[src/hdl/ups_pkg.sv]
// constants for the usb power state pin block
package ups_pkg;
  // reference clock rate and configuration memory clock rate
  localparam int unsigned CLK_HZ = 100_000_000;
  localparam int unsigned MEM_CLK_HZ = 1_000_000;
  // half period of the memory clock in reference cycles
  localparam int unsigned MEM_HALF_CYC = CLK_HZ / (2 * MEM_CLK_HZ);
  localparam int unsigned DIV_W = 8;
  // configuration word: read at address 0, 16 bits, bit 0 enables power save
  localparam int unsigned CMD_W = 9;
  localparam logic [8:0] CMD_READ0 = 9'h180;
  localparam int unsigned DATA_W = 16;
  localparam int unsigned PSAVE_BIT = 0;
  localparam int unsigned BIT_CNT_W = 5;
  localparam logic [0:0] RESET_ONE = 1'h1;
  localparam logic [0:0] RESET_ZERO = 1'h0;
endpackage

[src/hdl/ups_top.sv]
// usb power state pins: power enable, suspend, power save and config memory pins
//
// Behaviour
// [RULE1] power enable low only when configured, awake
// [RULE2] suspend output low while link suspended
// [RULE3] low power-save input forces suspend when enabled
// [RULE4] power-save honoured only when config memory enables
// [RULE5] memory select, clock, data tristated during reset
// [RULE6] memory clock driven outside reset
// [RULE7] reset input is active low from outside
// [RULE8] reset release synchronised before leaving reset
`timescale 1ns/10ps
`default_nettype none
module ups_top (
  input wire logic i_ref_clk,          // 100 MHz reference clock
  input wire logic i_resetn,           // asynchronous reset, active low
  input wire logic i_link_suspend,     // usb link in suspend, from link logic
  input wire logic i_configured,       // host has configured the device
  input wire logic i_host_presence_n,  // power save pin, asynchronous
  input wire logic i_cfg_mem_io,       // memory data pin input
  output logic o_power_enable_n,       // low during normal operation
  output logic o_suspend_n,            // low while suspended
  output logic o_cfg_mem_select,       // memory chip select
  output logic o_cfg_mem_select_oe,    // select driven
  output logic o_cfg_mem_clock,        // memory clock
  output logic o_cfg_mem_clock_oe,     // clock driven
  output logic o_cfg_mem_io,           // memory data out
  output logic o_cfg_mem_io_oe,        // data driven
  output logic o_cfg_valid             // configuration word loaded
);

  // ----------------------------------------
  // reset release synchroniser
  // ----------------------------------------
  logic rst_meta_reg;
  logic rst_sync_reg;
  wire logic run;

  always_ff @(posedge i_ref_clk or negedge i_resetn) // [RULE7]
  begin
    if (!i_resetn)
    begin
      rst_meta_reg <= ups_pkg::RESET_ZERO;
      rst_sync_reg <= ups_pkg::RESET_ZERO;
    end
    else
    begin
      rst_meta_reg <= ups_pkg::RESET_ONE;
      rst_sync_reg <= rst_meta_reg; // [RULE8]
    end
  end
  assign run = rst_sync_reg;

  // ----------------------------------------
  // pin input synchronisers
  // ----------------------------------------
  logic psave_meta_reg;
  logic psave_sync_reg;
  logic dio_meta_reg;
  logic dio_sync_reg;

  always_ff @(posedge i_ref_clk or negedge i_resetn)
  begin
    if (!i_resetn)
    begin
      psave_meta_reg <= 1'h1;
      psave_sync_reg <= 1'h1;
      dio_meta_reg <= 1'h1;
      dio_sync_reg <= 1'h1;
    end
    else
    begin
      psave_meta_reg <= i_host_presence_n;
      psave_sync_reg <= psave_meta_reg;
      dio_meta_reg <= i_cfg_mem_io;
      dio_sync_reg <= dio_meta_reg;
    end
  end

  // ----------------------------------------
  // memory clock divider
  // ----------------------------------------
  logic [ups_pkg::DIV_W-1:0] div_reg;
  logic tick;

  always_ff @(posedge i_ref_clk or negedge i_resetn)
  begin
    if (!i_resetn)
      div_reg <= '0;
    else if (!run || div_reg == ups_pkg::DIV_W'(ups_pkg::MEM_HALF_CYC - 1))
      div_reg <= '0;
    else
      div_reg <= div_reg + 1'b1;
  end
  assign tick = run && (div_reg == ups_pkg::DIV_W'(ups_pkg::MEM_HALF_CYC - 1));

  // ----------------------------------------
  // configuration word read sequence
  // ----------------------------------------
  typedef enum logic [3:0] {
    ST_IDLE = 4'h1,
    ST_CMD  = 4'h2,
    ST_DATA = 4'h4,
    ST_DONE = 4'h8
  } ups_state_type;

  ups_state_type state_reg;
  logic sclk_reg;
  logic [ups_pkg::BIT_CNT_W-1:0] bit_reg;
  logic [ups_pkg::CMD_W-1:0] cmd_reg;
  logic [ups_pkg::DATA_W-1:0] data_reg;
  logic psave_en_reg;

  // each bit: rising edge of sclk on odd tick samples, falling edge shifts
  always_ff @(posedge i_ref_clk or negedge i_resetn)
  begin
    if (!i_resetn)
    begin
      state_reg <= ST_IDLE;
      sclk_reg <= 1'h0;
      bit_reg <= '0;
      cmd_reg <= '0;
      data_reg <= '0;
      psave_en_reg <= 1'h0;
    end
    else if (tick)
    begin
      case (state_reg)
        ST_IDLE:
        begin
          cmd_reg <= ups_pkg::CMD_READ0;
          bit_reg <= '0;
          sclk_reg <= 1'h0;
          state_reg <= ST_CMD;
        end
        ST_CMD:
        begin
          sclk_reg <= !sclk_reg;
          if (sclk_reg)
          begin
            cmd_reg <= {cmd_reg[ups_pkg::CMD_W-2:0], 1'b0};
            if (bit_reg == ups_pkg::BIT_CNT_W'(ups_pkg::CMD_W - 1))
            begin
              bit_reg <= '0;
              state_reg <= ST_DATA;
            end
            else
              bit_reg <= bit_reg + 1'b1;
          end
        end
        ST_DATA:
        begin
          sclk_reg <= !sclk_reg;
          if (!sclk_reg)
            data_reg <= {data_reg[ups_pkg::DATA_W-2:0], dio_sync_reg};
          else if (bit_reg == ups_pkg::BIT_CNT_W'(ups_pkg::DATA_W - 1))
          begin
            psave_en_reg <= data_reg[ups_pkg::PSAVE_BIT]; // [RULE4]
            state_reg <= ST_DONE;
          end
          else
            bit_reg <= bit_reg + 1'b1;
        end
        ST_DONE:
          sclk_reg <= 1'h0;
        default:
          state_reg <= ST_IDLE;
      endcase
    end
  end

  // ----------------------------------------
  // pin drivers
  // ----------------------------------------
  always_ff @(posedge i_ref_clk or negedge i_resetn)
  begin
    if (!i_resetn)
    begin
      o_cfg_mem_select_oe <= 1'h0; // [RULE5]
      o_cfg_mem_clock_oe <= 1'h0;
      o_cfg_mem_io_oe <= 1'h0;
      o_cfg_mem_select <= 1'h0;
      o_cfg_mem_clock <= 1'h0;
      o_cfg_mem_io <= 1'h0;
      o_cfg_valid <= 1'h0;
    end
    else
    begin
      o_cfg_mem_select_oe <= run;
      o_cfg_mem_clock_oe <= run; // [RULE6]
      o_cfg_mem_io_oe <= run && (state_reg == ST_CMD);
      o_cfg_mem_select <= (state_reg == ST_CMD) || (state_reg == ST_DATA);
      o_cfg_mem_clock <= sclk_reg; // [RULE6]
      o_cfg_mem_io <= cmd_reg[ups_pkg::CMD_W-1];
      o_cfg_valid <= (state_reg == ST_DONE);
    end
  end

  // ----------------------------------------
  // suspend and power enable
  // ----------------------------------------
  logic suspended;
  // power save only counts once the memory word is known, avoiding a wrong early force
  assign suspended = i_link_suspend || (psave_en_reg && !psave_sync_reg); // [RULE3]

  always_ff @(posedge i_ref_clk or negedge i_resetn)
  begin
    if (!i_resetn)
    begin
      o_suspend_n <= 1'h1;
      o_power_enable_n <= 1'h1;
    end
    else
    begin
      o_suspend_n <= !suspended; // [RULE2]
      o_power_enable_n <= suspended || !i_configured || !run; // [RULE1]
    end
  end

endmodule
`default_nettype wire

[config.mk]
export PLATFORM = sky130hd
export DESIGN_NAME = ups_top
export DESIGN_NICKNAME = d
export VERILOG_FILES = /design/src/hdl/ups_pkg.sv /design/src/hdl/ups_top.sv
export SDC_FILE = /design/constraint.sdc
export NUM_CORES = 1
export LEC_CHECK = 0
export ABC_AREA = 1
export ABC_CLOCK_PERIOD_IN_PS = 1550
export BUFFER_PORTS_ARGS = -buffer_cell sky130_fd_sc_hd__buf_2
export CORE_MARGIN = 8
export CORE_UTILIZATION = 52
export DETAILED_ROUTE_END_ITERATION = 10
export PLACE_DENSITY = 0.74
export SYNTH_ARGS = -nofsm -noshare
export SYNTH_HDL_FRONTEND = slang
export SYNTH_SLANG_ARGS = --single-unit
[constraint.sdc]
create_clock -name i_ref_clk -period 1.55 [get_ports i_ref_clk]
set_input_delay 0.155 -clock i_ref_clk [delete_from_list [all_inputs] [get_ports i_ref_clk]]
set_output_delay 0.155 -clock i_ref_clk [all_outputs]
set_load 0.005 [all_outputs]
==> metrics.csv <==
metric,value,unit
cp.required,1.79,ns
synth-simple-area-share,30.2,%
wirelength,3000,µm
cts.sinks,36,
hp-class,flip-flop to flip-flop,
syn_inst,195,
holdCritStartpoint,psave_meta_reg,
ant_nets,0,
max_stage_delay,0.43,ns
dr.pass1.iters,4,
nFillCells,282,
synthMuxAreaShare,0,%
drt_iter0_markers,72,
clk_pin_slew,0.11,ns
pwr_density_cell,828,mW/mm²
synth_xor_xnor_area_share,1.03,%
routabilityCongestion,0.838,
r2r_cells,9,
layout_min_cycle_time,1.49,ns
finClkSkew,0.00657,ns
rows,21,
max_cap_violations,0,
ir_worst_vdd,815,µV
status,completed,
synth_nets,206,
reg2reg_to,state_reg[3],
largest_register_ffs,8,
cts-buffers-inserted,5,
syn_area,0.00171,mm²
initial_core_util,52.8,%
synthAdderAreaFrac,3.67,%
yosysWarnings,0,
nets,236,
dpl_cell_area,0.00185,mm²
portBuffers,14,
clock_path_buffers,2,
track_usage,12.1,%
vias,1286,
synth_top_family_by_area,simple AND/OR/NAND/NOR gates,
crit_end,state_reg[3],
chipHeight,73.3,µm
grt_pass1_wl,5060,µm
slowest_stage,dfrtp_2,
ctsHtreeMaxLevel,2,
mostFrequentLayoutCells,"nand2_1 (48), dfrtp_1 (28), inv_1 (23)",
crit_path_start,bit_reg[1],
yosys.cell_types.count,26,
clk_latency,0.34,ns
antenna_found_initial,0,
cts_tree,done,
rsz0062_at_grt,true,
final_cell_area,0.00205,mm²
fin_crit_sh,96.3,%
drive_gt1_share,27.4,%
crit_path_cell_trace,ha_4 -> nand2_1 -> nor2_1 -> ha_2 -> o21ai_2 -> nor2_4 -> nand2_2 -> nand2_1 -> nand2_1,
grt_pass1_vias,1144,
wl_per_cell,11.0,µm
grt_max_degree,37,
hpwl,2040,µm
cpMostUsedCell,nand2_1,
power.total,1.70,mW
overflow,0,
die_x,73.3,µm
start_kind,flip-flop,
layout_commonest_cell,nand2_1,
critPathMaxFanout,5,
avgSynthCellArea,8.75,µm²
ys_ff_latch,36,
clock-root-buffer,clkbuf_4,
fin_util,63.4,%
finalSetupViolCount,0,
cp.arrival,1.73,ns
viasPerCell,4.73,
rrSetupSlack,0.06,ns
power_leakage,1.04,nW
setup.worst_path.end_class,flip-flop,
core,0.00323,mm²
syn_to_final_growth,20.0,%
r2r_start,bit_reg[1],
fmax,0.670,GHz
finalHoldViolations,0,
drc,0,
worstSetupPathType,flip-flop to flip-flop,
synth-compound-area-share,4.55,%
ys_seq_area_share,53.3,%
diodes,0,
drv_slew,0,
die-area,0.00537,mm²
pin_count,15,
-- worst min path at each step --
stage | end | slack, ns | cells past startpoint
3_3_place_gp | o_cfg_mem_io | 0.21 | 2
5_1_grt | psave_sync_reg | 0.37 | 0
4_1_cts | rst_meta_reg | 0.36 | 3
2_1_floorplan | bit_reg[0] | -0.14 | 0
3_5_place_dp | o_cfg_mem_io | 0.21 | 2
6_report | psave_sync_reg | 0.35 | 0
-- critical path, delay by kind of cell (launching register included) --
family | cells | cell delay [ns]
AO/OA/AOI/OAI | 1 | 0.08
adder cells (fa/ha/maj) | 2 | 0.35
flip-flops | 1 | 0.43
AND/OR/NAND/NOR | 6 | 0.53
-- timing repair --
| item | in CTS | in global routing |
|---|---|---|
| setup buffers | 0 | 1 |
| gates cloned | 0 | 1 |
| gates resized for setup | 1 | 13 |
| endpoints found under the hold margin | 33 | 0 |
| endpoints found under the setup margin | 3 | 13 |
| hold buffers | 5 | 0 |
| pin swaps | 0 | 7 |
-- routing by layer --
metal	track usage, %	wire, µm	vias up
met5	0	0	-
met4	4.66	64	0
met3	4.23	128	8
met2	18.5	1400	16
met1	15.3	1410	586
li1	-	-	676
-- logic make-up after synthesis --
kind of cell    count (synthesis)
simple gates                  107
flops                          36
compound gates                 15
xor+xnor                        2
fa+ha+maj                       5
buf+inv                        29
other cells                     1
-- layout make-up --
| type | instances | area [µm²] | area share, % |
|---|---|---|---|
| Timing Repair Buffer | 24 | 158 | 7.70 |
| Timing Repair inverter | 1 | 7.51 | 0.367 |
| Multi-Input combinational cell | 130 | 731 | 35.7 |
| Clock inverter | 3 | 42.5 | 2.08 |
| Tap cell | 46 | 57.6 | 2.81 |
| Clock buffer | 5 | 37.5 | 1.83 |
| Sequential cell | 36 | 911 | 44.5 |
| Inverter | 27 | 104 | 5.07 |
-- synth_stat cells (all sizes together) --
| library cell | n | area (µm²) |
|---|---|---|
| a21boi | 1 | 7.51 |
| a21oi | 7 | 35.0 |
| buf | 2 | 18.8 |
| conb | 1 | 3.75 |
| dfrtp | 29 | 726 |
| dfstp | 7 | 184 |
| ha | 5 | 62.6 |
| inv | 27 | 101 |
| nand2 | 55 | 229 |
| nand3 | 15 | 85.1 |
| nand3b | 3 | 22.5 |
| nand4 | 4 | 31.3 |
| nor2 | 26 | 120 |
| nor3 | 1 | 5.00 |
| nor3b | 3 | 22.5 |
| o21ai | 7 | 35.0 |
| xnor2 | 2 | 17.5 |
-- through the flow --
stage | instances | setup WS, ns | TNS [ns] | hold WS (ns)
final | 272 | 0.0573 | 0 | 0.354
after floorplan | 195 | 0.106 | 0 | -0.141
after global placement | 257 | 0.0529 | 0 | 0.212
after CTS | 270 | -0.0106 | -0.0215 | 0.357
after global routing | 272 | -0.0672 | -0.451 | 0.369
after detailed placement | 257 | 0.0143 | 0 | 0.214
-- power by group --
group	internal, mW	switching, mW	total, mW
Sequential	0.963	0.0102	0.973
Combinational	0.0267	0.0380	0.0646
Clock	0.336	0.322	0.658
Note: power is estimated with default switching activity, not from simulation.
